File: config.mk
export PLATFORM = sky130hd
export DESIGN_NAME = alarm_match_registers
export DESIGN_NICKNAME = d
export VERILOG_FILES = /design/src/shared/alarm_pkg.sv /design/src/core/alarm_match_registers.sv /design/src/core/weekday_counter.sv
export SDC_FILE = /design/constraint.sdc
export NUM_CORES = 1
export LEC_CHECK = 0
export ABC_AREA = 1
export ABC_CLOCK_PERIOD_IN_PS = 1700
export BUFFER_PORTS_ARGS = -buffer_cell sky130_fd_sc_hd__buf_2
export CELL_PAD_IN_SITES_DETAIL_PLACEMENT = 1
export CELL_PAD_IN_SITES_GLOBAL_PLACEMENT = 2
export CORE_AREA = 2 2 93 95
export DETAILED_ROUTE_END_ITERATION = 6
export DIE_AREA = 0 0 95 97
export HOLD_SLACK_MARGIN = 0.08
export PLACE_DENSITY = 0.73
export SYNTH_ARGS = -nofsm -noshare
export SYNTH_HDL_FRONTEND = slang
export SYNTH_SLANG_ARGS = --single-unit
export TNS_END_PERCENT = 10
File: constraint.sdc
create_clock -name clock -period 1.7 [get_ports clock]
set_clock_uncertainty 0.15 [all_clocks]
set_input_delay 0 -clock clock [delete_from_list [all_inputs] [get_ports clock]]
set_output_delay 0 -clock clock [all_outputs]
set_load 0.05 [all_outputs]
File: src/shared/alarm_pkg.sv
// Package for the alarm match registers: offsets, masks, reset values
// and the structs that carry time and register requests.
// Assumes the serial engine and time counters sit outside this block.
package alarm_pkg;

	// Register offsets on the internal 4-bit register address
	localparam logic [3:0] ADDR_WEEKDAY = 4'h3;
	localparam logic [3:0] ADDR_WEEK_MIN = 4'h8;
	localparam logic [3:0] ADDR_WEEK_HOUR = 4'h9;
	localparam logic [3:0] ADDR_WEEK_DAYS = 4'ha;
	localparam logic [3:0] ADDR_DAILY_MIN = 4'hb;
	localparam logic [3:0] ADDR_DAILY_HOUR = 4'hc;

	// Implemented bits of each register; the rest read as zero
	localparam logic [7:0] MINUTE_MASK = 8'h7f;
	localparam logic [7:0] HOUR_MASK = 8'h3f;
	localparam logic [7:0] DAY_MASK = 8'h7f;
	localparam logic [7:0] WEEKDAY_MASK = 8'h07;

	// Field positions
	localparam int HOUR_PM_BIT = 5;
	localparam int MIN_TENS_BIT = 6;

	// Values after reset or oscillation stop, and the last weekday count before the wrap
	localparam logic [7:0] ALARM_RESET = 8'h00;
	localparam logic [2:0] WEEKDAY_RESET = 3'h0;
	localparam logic [2:0] WEEKDAY_LAST = 3'h6;
	localparam logic [7:0] READ_NONE = 8'h00;

	// Current time from the time counters, BCD
	typedef struct packed {
		logic [6:0] minute;
		logic [5:0] hour;
	} time_type;

	// One register access from the serial engine
	typedef struct packed {
		logic wr;
		logic [3:0] addr;
		logic [7:0] wdata;
	} reg_req_type;

endpackage
File: src/core/alarm_match_registers.sv
// Alarm setting registers and match logic of the real-time clock.
// Assumes a serial engine issues reg_req and samples rd_data next cycle.
`timescale 1ns/10ps
module alarm_match_registers
	import alarm_pkg::*;
(
	// Clock and reset
	input wire logic clock,
	input wire logic rstn,
	// Register access from the serial engine
	input wire reg_req_type reg_req,
	output logic [7:0] rd_data,
	// Time counters and status
	input wire time_type now,
	input wire logic day_carry,
	input wire logic osc_stop_flag,
	// Alarm results
	output logic week_alarm_match,
	output logic daily_alarm_match,
	output logic week_alarm_event,
	output logic daily_alarm_event
);

	logic [6:0] week_min;
	logic [5:0] week_hour;
	logic [6:0] week_days;
	logic [6:0] daily_min;
	logic [5:0] daily_hour;
	logic [2:0] weekday;
	logic weekday_load;
	logic next_week_match;
	logic next_daily_match;
	logic [7:0] next_rd_data;

	// Write of a register at an address
	function automatic logic write_hit(input reg_req_type r,
		input logic [3:0] a);
		write_hit = r.wr && (r.addr == a);
	endfunction

	// BCD minute and hour equality, bit 5 compared as stored
	function automatic logic time_equal(input time_type t,
		input logic [6:0] m, input logic [5:0] h);
		time_equal = (t.minute == m) && (t.hour == h);
	endfunction

	// Weekday load follows the other writes: ignored during oscillation stop
	assign weekday_load = write_hit(reg_req, ADDR_WEEKDAY) && !osc_stop_flag;

	weekday_counter u_weekday (
		.clock(clock),
		.rstn(rstn),
		.day_carry(day_carry),
		.load(weekday_load),
		.load_value(reg_req.wdata[2:0]),
		.count(weekday)
	);

	// Week-alarm storage; oscillation stop forces a plain value
	always_ff @(posedge clock or negedge rstn) begin
		if (!rstn) begin
			week_min <= ALARM_RESET[6:0];
			week_hour <= ALARM_RESET[5:0];
			week_days <= ALARM_RESET[6:0];
		end else if (osc_stop_flag) begin
			week_min <= ALARM_RESET[6:0];
			week_hour <= ALARM_RESET[5:0];
			week_days <= ALARM_RESET[6:0];
		end else begin
			if (write_hit(reg_req, ADDR_WEEK_MIN)) begin
				week_min <= reg_req.wdata[6:0];
			end
			if (write_hit(reg_req, ADDR_WEEK_HOUR)) begin
				week_hour <= reg_req.wdata[5:0];
			end
			if (write_hit(reg_req, ADDR_WEEK_DAYS)) begin
				week_days <= reg_req.wdata[6:0];
			end
		end
	end

	// Daily-alarm storage
	always_ff @(posedge clock or negedge rstn) begin
		if (!rstn) begin
			daily_min <= ALARM_RESET[6:0];
			daily_hour <= ALARM_RESET[5:0];
		end else if (osc_stop_flag) begin
			daily_min <= ALARM_RESET[6:0];
			daily_hour <= ALARM_RESET[5:0];
		end else begin
			if (write_hit(reg_req, ADDR_DAILY_MIN)) begin
				daily_min <= reg_req.wdata[6:0];
			end
			if (write_hit(reg_req, ADDR_DAILY_HOUR)) begin
				daily_hour <= reg_req.wdata[5:0];
			end
		end
	end

	// Read mux; unused bits forced to zero by the masks
	always_comb begin
		if (reg_req.addr == ADDR_WEEK_MIN) begin
			next_rd_data = {1'b0, week_min} & MINUTE_MASK;
		end else if (reg_req.addr == ADDR_WEEK_HOUR) begin
			next_rd_data = {2'b00, week_hour} & HOUR_MASK;
		end else if (reg_req.addr == ADDR_WEEK_DAYS) begin
			next_rd_data = {1'b0, week_days} & DAY_MASK;
		end else if (reg_req.addr == ADDR_DAILY_MIN) begin
			next_rd_data = {1'b0, daily_min} & MINUTE_MASK;
		end else if (reg_req.addr == ADDR_DAILY_HOUR) begin
			next_rd_data = {2'b00, daily_hour} & HOUR_MASK;
		end else if (reg_req.addr == ADDR_WEEKDAY) begin
			next_rd_data = {5'h00, weekday} & WEEKDAY_MASK;
		end else begin
			next_rd_data = READ_NONE;
		end
	end

	// Registered read data
	always_ff @(posedge clock or negedge rstn) begin
		if (!rstn) begin
			rd_data <= READ_NONE;
		end else begin
			rd_data <= next_rd_data;
		end
	end

	// Match conditions; empty mask means no mask bit can be set
	// A written count of 7 has no mask bit, so it never qualifies
	assign next_week_match = time_equal(now, week_min, week_hour)
		&& (week_days != 7'h00)
		&& (weekday <= WEEKDAY_LAST)
		&& week_days[weekday[2:0] <= WEEKDAY_LAST ? weekday : 3'h0];
	assign next_daily_match = time_equal(now, daily_min, daily_hour);

	// Match levels and one-cycle events on their rise
	always_ff @(posedge clock or negedge rstn) begin
		if (!rstn) begin
			week_alarm_match <= 1'b0;
			daily_alarm_match <= 1'b0;
			week_alarm_event <= 1'b0;
			daily_alarm_event <= 1'b0;
		end else begin
			week_alarm_match <= next_week_match;
			daily_alarm_match <= next_daily_match;
			week_alarm_event <= next_week_match && !week_alarm_match;
			daily_alarm_event <= next_daily_match && !daily_alarm_match;
		end
	end

endmodule

File: src/core/weekday_counter.sv
// Day-of-week counter, three bits counting 0 to 6 and wrapping.
// Assumes day_carry is a one-cycle pulse from the day-of-month counter.
`timescale 1ns/10ps
module weekday_counter
	import alarm_pkg::*;
(
	// Clock and reset
	input wire logic clock,
	input wire logic rstn,
	// Control
	input wire logic day_carry,
	input wire logic load,
	input wire logic [2:0] load_value,
	// State
	output logic [2:0] count
);

	// Load wins over carry; step 0..6 then back to 0
	always_ff @(posedge clock or negedge rstn) begin
		if (!rstn) begin
			count <= WEEKDAY_RESET;
		end else if (load) begin
			count <= load_value;
		end else if (day_carry) begin
			if (count >= WEEKDAY_LAST) begin
				count <= WEEKDAY_RESET;
			end else begin
				count <= count + 3'h1;
			end
		end
	end

endmodule

==> metrics.txt, run 1 <==
1st-pass router iterations=4; Crit Path Class=in2reg; DR vias/cell=4.722; Max-slew headroom=61.42%; async set-reset flop share out of synthesis=100.0%; syn_area_per_cell=8.318 sq um; WL/cell=15.89 microns; synthesized cell area=2620 sq um; post-synth top area share=44.89%; Pwr Density=835.0 nW/um^2; full die area=9215 sq um; Slew Limit Fails=0; Post-Layout Cell Count=500; Initial Util=32.21%; Skew-Pair Late Insertion Delay=0.30 ns; Hold EP=u_weekday.count[2]$_DFFE_PN0P_; Clock transition at path regs=0.09 ns; setup TNS=0 ns; PortBufs=39; CTS sink cnt=47; vias in the first global route=2532; Max-Cap Viols=0; Yosys warning count=0; CP required=1.79 ns; Syn Inst Count=315; share of cells above drive strength 1=23.54%; CP max FO=5; Final HPWL DP=6169 microns; Design Area, Final=3352 sq um; # nets final=426; TritonCTS Buffers=5; TritonCTS clock tree=yes; met3 usage=2.414%; worst vdd ir=0.0003659 V; placed cells=463; Critical R2R Launch=daily_min[4]$_DFFE_PN0P_; pin count of the biggest net entering global routing=24; register area share after synthesis=44.89%; post-layout min period=1.634 ns; maximum clock rate=612.0 MHz; met2 Use GR=31.31%; row count=33; hold path depth=4; # DRC=0; Final setup violation count=0; critical path capture point type=register; initial antenna violation count=0; Global Route Usage Sum=18.35%; most common cell in the netlist=nand2_1; area leader, netlist=dfrtp_1; r2r endpoint=rd_data[4]$_DFF_PN0_; CTS Buffer Depth=2; syn nets=347; Worst-Margin Slew=0.5787 ns; CTS Root Cell=clkbuf_8; Initial DRC Count=78; Primary FF master, synth=dfrtp_1; antenna cells=0; RD Place Congestion=0.8174; Final ANT Viol Nets=0; Post-synth EDFFs=0; final worst path period share=96.12%; Die Y=97 microns; Pleak=0.001672 uW; R2R depth=5; die width=95 microns; Post-synth top cells=nand2_1, dfrtp_1, inv_1; Hold Crit Class=in2reg; final WL=7947 microns; crit path launch type=input pin; H-tree depth reported by CTS=2; Placed Area=2970 sq um; Area growth syn-to-layout=27.94%; gr ovfl total=0; RSZ-0062 raised after global routing=false; Hold Startpoint=reg_req[11]; status=completed; GR Layer Usage met1=24.80%; GRT busiest layer=met2; synth unique cells=34; total core area=8134 sq um; first-pass GRT wire length=12910 microns; Hold Fails Final Rpt=0; R2R Setup Slk=0.09 ns; total number of vias=2361; Crit path arrival time=1.72 ns; synth top area cells=dfrtp_1, nand2_1, inv_1; io pins=42; Synth Register Bits=47
-- per-stage QoR --
stage	power (uW)	hold slack, ns	util (%)	setup WS [ns]
floorplan	1802	-0.4456	-	0.1860
global placement	2059	-0.1190	36.52	0.1794
detailed placement	2079	-0.1145	36.52	0.1436
CTS	2814	0.08001	41.01	0.06487
global route	2976	0.1017	41.21	0.009732
finish	2799	0.07274	41.21	0.06592
-- layer usage --
layer / wire (microns) / part of all wire, % / up-vias
met2: 4012 / 50 / 37
met1: 3620 / 46 / 1152
met3: 238 / 3.0 / 8
met5: 0 / 0 / -
met4: 76 / 0.96 / 0
li1: - / - / 1164
-- worst max-delay path: stages --
cell and delay (ns):
buf_2 0.14, dlygate4sd3_1 0.60, nor2_2 0.16, nand2_4 0.09
o221ai_1 0.17, dlygate4sd3_1 0.58
-- worst max-delay path by stage --
stage | end | depth (start not counted) | start | slack, ns
6_report | rd_data[4]$_DFF_PN0_ | 6 | reg_req[8] | 0.07
5_1_grt | rd_data[4]$_DFF_PN0_ | 6 | reg_req[8] | 0.01
4_1_cts | rd_data[4]$_DFF_PN0_ | 6 | reg_req[8] | 0.06
3_5_place_dp | week_alarm_event$_DFF_PN0_ | 11 | u_weekday.count[0]$_DFFE_PN0P_ | 0.14
3_3_place_gp | u_weekday.count[0]$_DFFE_PN0P_ | 6 | u_weekday.count[1]$_DFFE_PN0P_ | 0.18
2_1_floorplan | week_alarm_event$_DFF_PN0_ | 11 | u_weekday.count[0]$_DFFE_PN0P_ | 0.19
-- timing repair --
item | in CTS | in global routing
hold buffers | 28 | 0
resized for setup | 0 | 5
buffers inserted | 0 | 1
endpoints found under the hold margin | 82 | 0
setup endpoints to repair | 0 | 5
-- sequential cells by signal, indices dropped and copies added (netlist names) --
| register | flops |
|---|---|
| week_alarm_match | 1 |
| week_min | 7 |
| u_weekday.count | 3 |
| rd_data | 7 |
| daily_alarm_event | 1 |
| daily_hour | 6 |
| daily_alarm_match | 1 |
| week_days | 7 |
| daily_min | 7 |
| week_alarm_event | 1 |
| week_hour | 6 |
-- power by group --
part | switching, uW | internal, uW
Clock | 391 | 288
Sequential | 92.7 | 1230
Combinational | 465 | 335
-- cell families (layout without fill, tap and decap cells) --
logic type	count (synthesis)	count (layout)	share of synthesized area, %
other cells	1	1	0.1431
compound gates	42	42	9.551
buf+inv	47	127	7.927
fa+ha+maj	2	2	0.9550
flops	47	47	44.89
simple gates	146	146	25.36
xor+xnor	21	21	7.020
mux	9	9	4.155
-- cell type report --
type / instances / area, sq um
clock buffers: 6 / 72.57
clock inverters: 2 / 12.51
flip-flops and latches: 47 / 1177
multi-input cells: 221 / 1244
well taps: 105 / 131.4
inverters: 41 / 156.4
repair buffers: 78 / 558.0
fillers: 1010 / 4782
-- cells in the final DEF (no fill, tap or decap), drive strengths merged --
master	instances
nor3b	2
o2111ai	3
buf	50
o22ai	2
clkbuf	6
inv	41
dfrtp	47
o21ai	22
mux2	9
nor3	4
nor2	23
o211ai	3
dlygate4sd3	28
a211oi	3
clkinvlp	1
o221ai	3
nand3	18
nand3b	1
nand4	3
conb	1
xnor2	14
a21oi	6
nand2	93
ha	2
clkinv	1
or2	2
xor2	7
(Power assumes the default switching activity.)
==> run 2: changes to the inputs <==
--- a/config.mk
+++ b/config.mk
@@ -5,16 +5,16 @@
 export SDC_FILE = /design/constraint.sdc
 export NUM_CORES = 1
 export LEC_CHECK = 0
-export ABC_AREA = 1
 export ABC_CLOCK_PERIOD_IN_PS = 1700
 export BUFFER_PORTS_ARGS = -buffer_cell sky130_fd_sc_hd__buf_2
 export CELL_PAD_IN_SITES_DETAIL_PLACEMENT = 1
 export CELL_PAD_IN_SITES_GLOBAL_PLACEMENT = 2
-export CORE_AREA = 2 2 93 95
+export CORE_AREA = 2 2 90 92
 export DETAILED_ROUTE_END_ITERATION = 6
-export DIE_AREA = 0 0 95 97
+export DIE_AREA = 0 0 92 94
 export HOLD_SLACK_MARGIN = 0.08
-export PLACE_DENSITY = 0.73
+export PLACE_DENSITY = 0.74
+export SKIP_CTS_REPAIR_TIMING = 1
 export SYNTH_ARGS = -nofsm -noshare
 export SYNTH_HDL_FRONTEND = slang
 export SYNTH_SLANG_ARGS = --single-unit
==> run 2 against run 1 <==
Compared with the run above: register-to-register slack is essentially flat; critical path depth shrank 2; global-route usage grew 0.61 points; synthesized cell count shrank 15%; setup slack gained 0.035 ns; via count shrank 5.2%; largest cell class unchanged; largest power group unchanged.
==> metrics.txt, run 2 <==
status=completed (unchanged); PortBufs=39 (unchanged); maximum clock rate=625.3 MHz (was 612.0 MHz); Slew Limit Fails=0 (unchanged); Clock transition at path regs=0.09 ns (about the same); Post-Layout Cell Count=440 (was 500); die width=92 microns (was 95 microns); synthesized cell area=2604 sq um (was 2620 sq um); area leader, netlist=dfrtp_1 (unchanged); Syn Inst Count=267 (was 315); CTS Buffer Depth=2 (unchanged); Post-synth top cells=dfrtp_1, nor2_1, mux2i_1 (was nand2_1, dfrtp_1, inv_1); Synth Register Bits=47 (unchanged); antenna cells=0 (unchanged); R2R Setup Slk=0.10 ns (was 0.09 ns); WL/cell=18.13 microns (was 15.89 microns); register area=1177 sq um (unchanged); crit-path cells=buf_4 > mux4_2 > o2111ai_2 > nor2_1 (was buf_2 > dlygate4sd3_1 > nor2_2 > nand2_4 > o221ai_1 > dlygate4sd3_1); worst vdd ir=0.0002445 V (was 0.0003659 V); Worst Slack Setup Final=0.1008 ns (was 0.06592 ns); most common cell after layout, fill and taps aside=dfrtp_1 (was nand2_1); synth unique cells=43 (was 34); R2R depth=4 (was 5); TritonCTS Buffers=5 (unchanged); RSZ-0062 raised after global routing=false (unchanged); full die area=8648 sq um (was 9215 sq um); setup TNS=0 ns (unchanged); Synth Area in Compound Gates=10.72% (was 9.551%); Max-Cap Viols=0 (unchanged); Global Route Usage Sum=18.96% (was 18.35%); total core area=7607 sq um (was 8134 sq um); crit path launch type=register (was input pin); Hold Crit Class=in2reg (unchanged); post-layout min period=1.599 ns (was 1.634 ns); dpl ws=0.06379 ns (was 0.1436 ns); Critical path destination=week_alarm_match$_DFF_PN0_ (was rd_data[4]$_DFF_PN0_); io pins=42 (unchanged); Final setup violation count=0 (unchanged); Post-synth EDFFs=0 (unchanged); CTS Root Cell=clkbuf_8 (unchanged); Crit path arrival time=1.63 ns (was 1.72 ns); # DRC=0 (unchanged); TritonCTS clock tree=yes (unchanged); CP peak stage delay=0.49 ns (was 0.60 ns); Skew-Pair Late Insertion Delay=0.30 ns (about the same); CTS sink cnt=47 (unchanged); initial antenna violation count=0 (unchanged); post-synth top area share=45.17% (was 44.89%); Placed Area=2959 sq um (was 2970 sq um); Critical R2R Launch=u_weekday.count[0]$_DFFE_PN0P_ (was daily_min[4]$_DFFE_PN0P_); Crit Path Class=reg2reg (was in2reg); vias in the first global route=2266 (was 2532); share of cells above drive strength 1=20.71% (was 23.54%); Final HPWL DP=5893 microns (was 6169 microns); Post-Synth Simple-Gate Area=18.60% (was 25.36%); Die Y=94 microns (was 97 microns); gr ovfl total=0 (unchanged); Area growth syn-to-layout=28.93% (was 27.94%); critical path capture point type=register (unchanged); DR vias/cell=5.086 (was 4.722); Hold Startpoint=now[9] (was reg_req[11]); pin count of the biggest net entering global routing=34 (was 24); Final ANT Viol Nets=0 (unchanged); syn_area_per_cell=9.752 sq um (was 8.318 sq um); async set-reset flop share out of synthesis=100.0% (unchanged); Max-slew headroom=50.36% (was 61.42%); Pwr Density=737.9 nW/um^2 (was 835.0 nW/um^2); post-synthesis xor/xnor area fraction=8.746% (was 7.020%); synth top area cells=dfrtp_1, mux2i_1, xor2_1 (was dfrtp_1, nand2_1, inv_1); mux cell area share after synthesis=12.11% (was 4.155%); # fillers=915 (was 1010); Design Area, Final=3357 sq um (was 3352 sq um); first-pass GRT wire length=12490 microns (was 12910 microns); Initial Util=34.23% (was 32.21%); Initial DRC Count=73 (was 78); CP required=1.73 ns (was 1.79 ns); most common cell in the netlist=dfrtp_1 (was nand2_1); Yosys warning count=0 (unchanged); area of the multi-input gates=1364 sq um (was 1244 sq um); crit path from=u_weekday.count[0]$_DFFE_PN0P_ (was reg_req[8]); register area share after synthesis=45.17% (was 44.89%); Primary FF master, synth=dfrtp_1 (unchanged); Hold Fails Final Rpt=0 (unchanged); H-tree depth reported by CTS=2 (unchanged); 1st-pass router iterations=4 (unchanged); most frequent cells in the layout=dfrtp_1, buf_2, nor2_1 (was nand2_1, dfrtp_1, buf_2); critical path's slowest cell=mux4_2 (was dlygate4sd3_1); RD Place Congestion=0.8093 (was 0.8174); row count=32 (was 33); Hold Slack=0.04287 ns (was 0.07274 ns); placed cells=405 (was 463); total number of vias=2238 (was 2361); final WL=7977 microns (was 7947 microns); r2r endpoint=week_alarm_match$_DFF_PN0_ (was rd_data[4]$_DFF_PN0_); CP max FO=6 (was 5); # nets final=369 (was 426); syn nets=299 (was 347); Worst-Margin Slew=0.7422 ns (was 0.5787 ns); largest family of logic cells by synthesized area=simple AND/OR/NAND/NOR gates (unchanged); Adder-Cell Fraction of Synth Area=0.9611% (was 0.9551%); Pleak=0.001557 uW (was 0.001672 uW); hold path depth=4 (unchanged); final worst path period share=94.07% (was 96.12%)
==> run 2: cell types whose count changed in the layout (fill, tap and decap cells not counted), moves of 12 or more <==
| cell | delta |
|---|---|
| nand2_1 | -55 |
| inv_1 | -32 |
| mux2i_1 | +27 |
| a21oi_1 | +13 |
| o21ai_0 | -13 |
| nor2_1 | +12 |
==> run 2: cell type report <==
class                      count  share of cell area (%)
clock buffer                   8                   2.982
timing repair buffer          80                   17.29
sequential                    47                   35.07
multi-input combinational    201                   40.63
tap                          102                   3.802
inverter                       2                  0.2236
==> run 2: report_power, final <==
| group | internal (uW) | switching [uW] |
|---|---|---|
| clock | 372 | 374 |
| sequential | 1160 | 47.9 |
| combinational | 231 | 291 |
==> run 2: critical path: cells and delay by family (launching register included) <==
kind                   cells  cell delay [ns]
AND/OR/NAND/NOR            1             0.08
multiplexers               1             0.49
flip-flops                 1             0.42
buffers and inverters      1             0.13
AO/OA/AOI/OAI              1             0.22
==> run 2: cells by family (layout without fill, tap and decap cells) <==
| logic type | Yosys count | count (layout) |
|---|---|---|
| compound gates | 44 | 44 |
| fa+ha+maj | 2 | 2 |
| other cells | 1 | 1 |
| buf+inv | 19 | 90 |
| xor+xnor | 26 | 26 |
| mux | 30 | 30 |
| simple gates | 98 | 98 |
| flops | 47 | 47 |
==> run 2: per-stage QoR <==
step / power (uW) / util (%)
after floorplan: 1493 / -
after detailed placement: 1700 / 38.90
after CTS: 2455 / 40.21
final: 2477 / 44.13
after global placement: 1688 / 38.90
after global routing: 2618 / 44.13
==> run 2: routing by layer <==
| metal | vias up | global-route usage [%] | share of wire (%) |
|---|---|---|---|
| li1 | 1074 | - | - |
| met1 | 1121 | 26.18 | 47 |
| met5 | - | 0 | 0 |
| met4 | 0 | 3.358 | 0.66 |
| met3 | 4 | 2.568 | 2.3 |
| met2 | 39 | 32.23 | 50 |
==> run 2: worst min-delay path by stage <==
stage | end | slack [ns]
2_1_floorplan | daily_alarm_event$_DFF_PN0_ | -0.45
3_3_place_gp | week_min[3]$_DFFE_PN0P_ | -0.19
3_5_place_dp | daily_min[3]$_DFFE_PN0P_ | -0.19
4_1_cts | rd_data[4]$_DFF_PN0_ | -0.52
5_1_grt | daily_alarm_match$_DFF_PN0_ | 0.08
6_report | daily_alarm_match$_DFF_PN0_ | 0.04
==> run 3: changes to the inputs <==
--- a/config.mk
+++ b/config.mk
@@ -7,13 +7,11 @@
 export LEC_CHECK = 0
 export ABC_CLOCK_PERIOD_IN_PS = 1700
 export BUFFER_PORTS_ARGS = -buffer_cell sky130_fd_sc_hd__buf_2
-export CELL_PAD_IN_SITES_DETAIL_PLACEMENT = 1
-export CELL_PAD_IN_SITES_GLOBAL_PLACEMENT = 2
-export CORE_AREA = 2 2 90 92
+export CORE_AREA = 2 2 80 82
 export DETAILED_ROUTE_END_ITERATION = 6
-export DIE_AREA = 0 0 92 94
+export DIE_AREA = 0 0 82 84
 export HOLD_SLACK_MARGIN = 0.08
-export PLACE_DENSITY = 0.74
+export PLACE_DENSITY = 0.61
 export SKIP_CTS_REPAIR_TIMING = 1
 export SYNTH_ARGS = -nofsm -noshare
 export SYNTH_HDL_FRONTEND = slang
==> run 3 against run 2 <==
Compared with the run above: critical path depth is 2 higher; critical path type unchanged; count of clock-buffer cells in the layout is 1 lower; largest cell class unchanged; largest power group unchanged; register-to-register slack hardly changed; sequential cell count stayed put; sequential share of layout area is 1.2 points higher; total power is 5.2% lower.
==> metrics.txt, run 3 (synthesized netlist as in run 2, its figures left out) <==
most common cell after layout, fill and taps aside=dfrtp_1 (unchanged); die width=82 microns (was 92 microns); clock network power share=27.8% (was 30.1%); pin count of the biggest net entering global routing=34 (unchanged); full die area=6888 sq um (was 8648 sq um); post-layout min period=1.595 ns (was 1.599 ns); Sw Ratio=28.92% (was 28.79%); Pleak=0.001532 uW (was 0.001557 uW); Slew Limit Fails=0 (unchanged); Crit path arrival time=1.67 ns (was 1.63 ns); final worst path period share=93.83% (was 94.07%); dpl ws=0.06533 ns (was 0.06379 ns); Hold Fails Final Rpt=0 (unchanged); critical path's slowest cell=dfrtp_2 (was mux4_2); Final HPWL DP=5105 microns (was 5893 microns); final core utilization=53.20% (was 44.13%); Final ANT Viol Nets=0 (unchanged); H-tree depth reported by CTS=2 (unchanged); CTS sink cnt=47 (unchanged); register area=1177 sq um (unchanged); antenna cells=0 (unchanged); WL/cell=17.03 microns (was 18.13 microns); # nets final=365 (was 369); Initial DRC Count=134 (was 73); # fillers=603 (was 915); TritonCTS Buffers=5 (unchanged); first-pass GRT wire length=10770 microns (was 12490 microns); crit path launch type=register (unchanged); Initial Util=42.71% (was 34.23%); Skew-Pair Late Insertion Delay=0.29 ns (was 0.30 ns); io pins=42 (unchanged); Hold Crit Class=in2async (was in2reg); Area growth syn-to-layout=24.56% (was 28.93%); Max-Cap Viols=0 (unchanged); DR vias/cell=5.457 (was 5.086); Logic pwr share=20.7% (was 21.1%); Final setup violation count=0 (unchanged); RSZ-0062 raised after global routing=false (unchanged); maximum clock rate=626.9 MHz (was 625.3 MHz); CTS Root Cell=clkbuf_8 (unchanged); CP required=1.77 ns (was 1.73 ns); Crit Path Class=reg2reg (unchanged); row count=29 (was 32); gr ovfl total=0 (unchanged); setup TNS=0 ns (unchanged); Pwr Density=723.7 nW/um^2 (was 737.9 nW/um^2); total number of vias=2243 (was 2238); Pint=1668 uW (was 1764 uW); CTS Buffer Depth=2 (unchanged); Hold Slack=0.02921 ns (was 0.04287 ns); Worst Slack Setup Final=0.1049 ns (was 0.1008 ns); Clock transition at path regs=0.09 ns (about the same); initial antenna violation count=0 (unchanged); final WL=7000 microns (was 7977 microns); CP max FO=6 (unchanged); Net Switching=678.7 uW (was 713.2 uW); # DRC=0 (unchanged); Die Y=84 microns (was 94 microns); worst vdd ir=0.0002999 V (was 0.0002445 V); TritonCTS clock tree=yes (unchanged); 1st-pass router iterations=5 (was 4); critical path capture point type=register (unchanged); total core area=6096 sq um (was 7607 sq um); Global Route Usage Sum=21.23% (was 18.96%); PortBufs=39 (unchanged); sequential share of power=51.5% (was 48.8%); crit-path cells=inv_1 > ha_1 > o21ai_1 > nand2_1 > mux2_1 > a21oi_1 (was buf_4 > mux4_2 > o2111ai_2 > nor2_1); vias in the first global route=2145 (was 2266); RD Place Congestion=0.8331 (was 0.8093); share of cells above drive strength 1=18.56% (was 20.71%); area of the multi-input gates=1335 sq um (was 1364 sq um); CP peak stage delay=0.43 ns (was 0.49 ns); status=completed (unchanged); most frequent cells in the layout=dfrtp_1, buf_2, nor2_1 (unchanged)
[run 3: changes by cell type in the layout (fill, tap and decap cells not counted), moves of 2 or more]
| cell | before | now |
|---|---|---|
| nor3_1 | 2 | 4 |
| nor3_2 | 2 | 0 |
| buf_4 | 14 | 12 |
| clkbuf_8 | 7 | 5 |
| dlygate4sd3_1 | 26 | 24 |
| nor4_2 | 2 | 0 |
| nor4_1 | 1 | 3 |
[run 3: final cells by class]
class | instances | share of cell area, %
multi-input combinational | 201 | 41.17
sequential | 47 | 36.30
clock inverter | 1 | 0.1543
tap | 77 | 2.971
clock buffer | 7 | 2.353
timing repair buffer | 76 | 16.82
inverter | 2 | 0.2315
[run 3: worst paths after layout]
kind / cells after the start / to / slack [ns] / startpoint
worst max-delay path: 6 / u_weekday.count[0]$_DFFE_PN0P_ / 0.10 / u_weekday.count[0]$_DFFE_PN0P_
max in group asynchronous: 3 / u_weekday.count[0]$_DFFE_PN0P_ / 0.85 / rstn
worst min-delay path: 2 / daily_min[5]$_DFFE_PN0P_ / 0.03 / rstn
worst max register to register: 6 / u_weekday.count[0]$_DFFE_PN0P_ / 0.10 / u_weekday.count[0]$_DFFE_PN0P_
worst min register to register: 1 / week_alarm_event$_DFF_PN0_ / 0.29 / week_alarm_match$_DFF_PN0_
min in group clock: 3 / rd_data[5]$_DFF_PN0_ / 0.07 / reg_req[11]
[run 3: stage by stage]
| stage | power [uW] | instances | cell area (sq um) |
|---|---|---|---|
| 4_1_cts | 2317 | 387 | 3002 |
| 3_5_place_dp | 1675 | 379 | 2920 |
| 3_3_place_gp | 1671 | 379 | 2920 |
| 2_1_floorplan | 1493 | 267 | 2604 |
| 6_report | 2347 | 411 | 3243 |
| 5_1_grt | 2462 | 411 | 3243 |
[run 3: power groups by stage]
stage               logic (uW)  registers, uW  clock network [uW]
detailed placement         446           1230                   0
floorplan                  239           1250                   0
global placement           441           1230                   0
global route               543           1220                 703
CTS                        448           1210                 662
finish                     486           1210                 651
[run 3: layer usage]
metal	share of wire, %	vias to the layer above	wire [microns]	track usage, %
met3	5.5	8	387	3.788
met5	0	-	0	0
li1	-	1072	-	-
met4	1.6	0	110	6.515
met2	48	67	3352	34.29
met1	45	1096	3149	28.67
[run 3: critical path, delay by kind of cell (launching register included)]
kind                     cells  cell delay, ns
AND/OR/NAND/NOR              1            0.08
adder cells (fa/ha/maj)      1            0.23
AO/OA/AOI/OAI                2            0.26
buffers and inverters        1            0.08
multiplexers                 1            0.29
flip-flops                   1            0.43
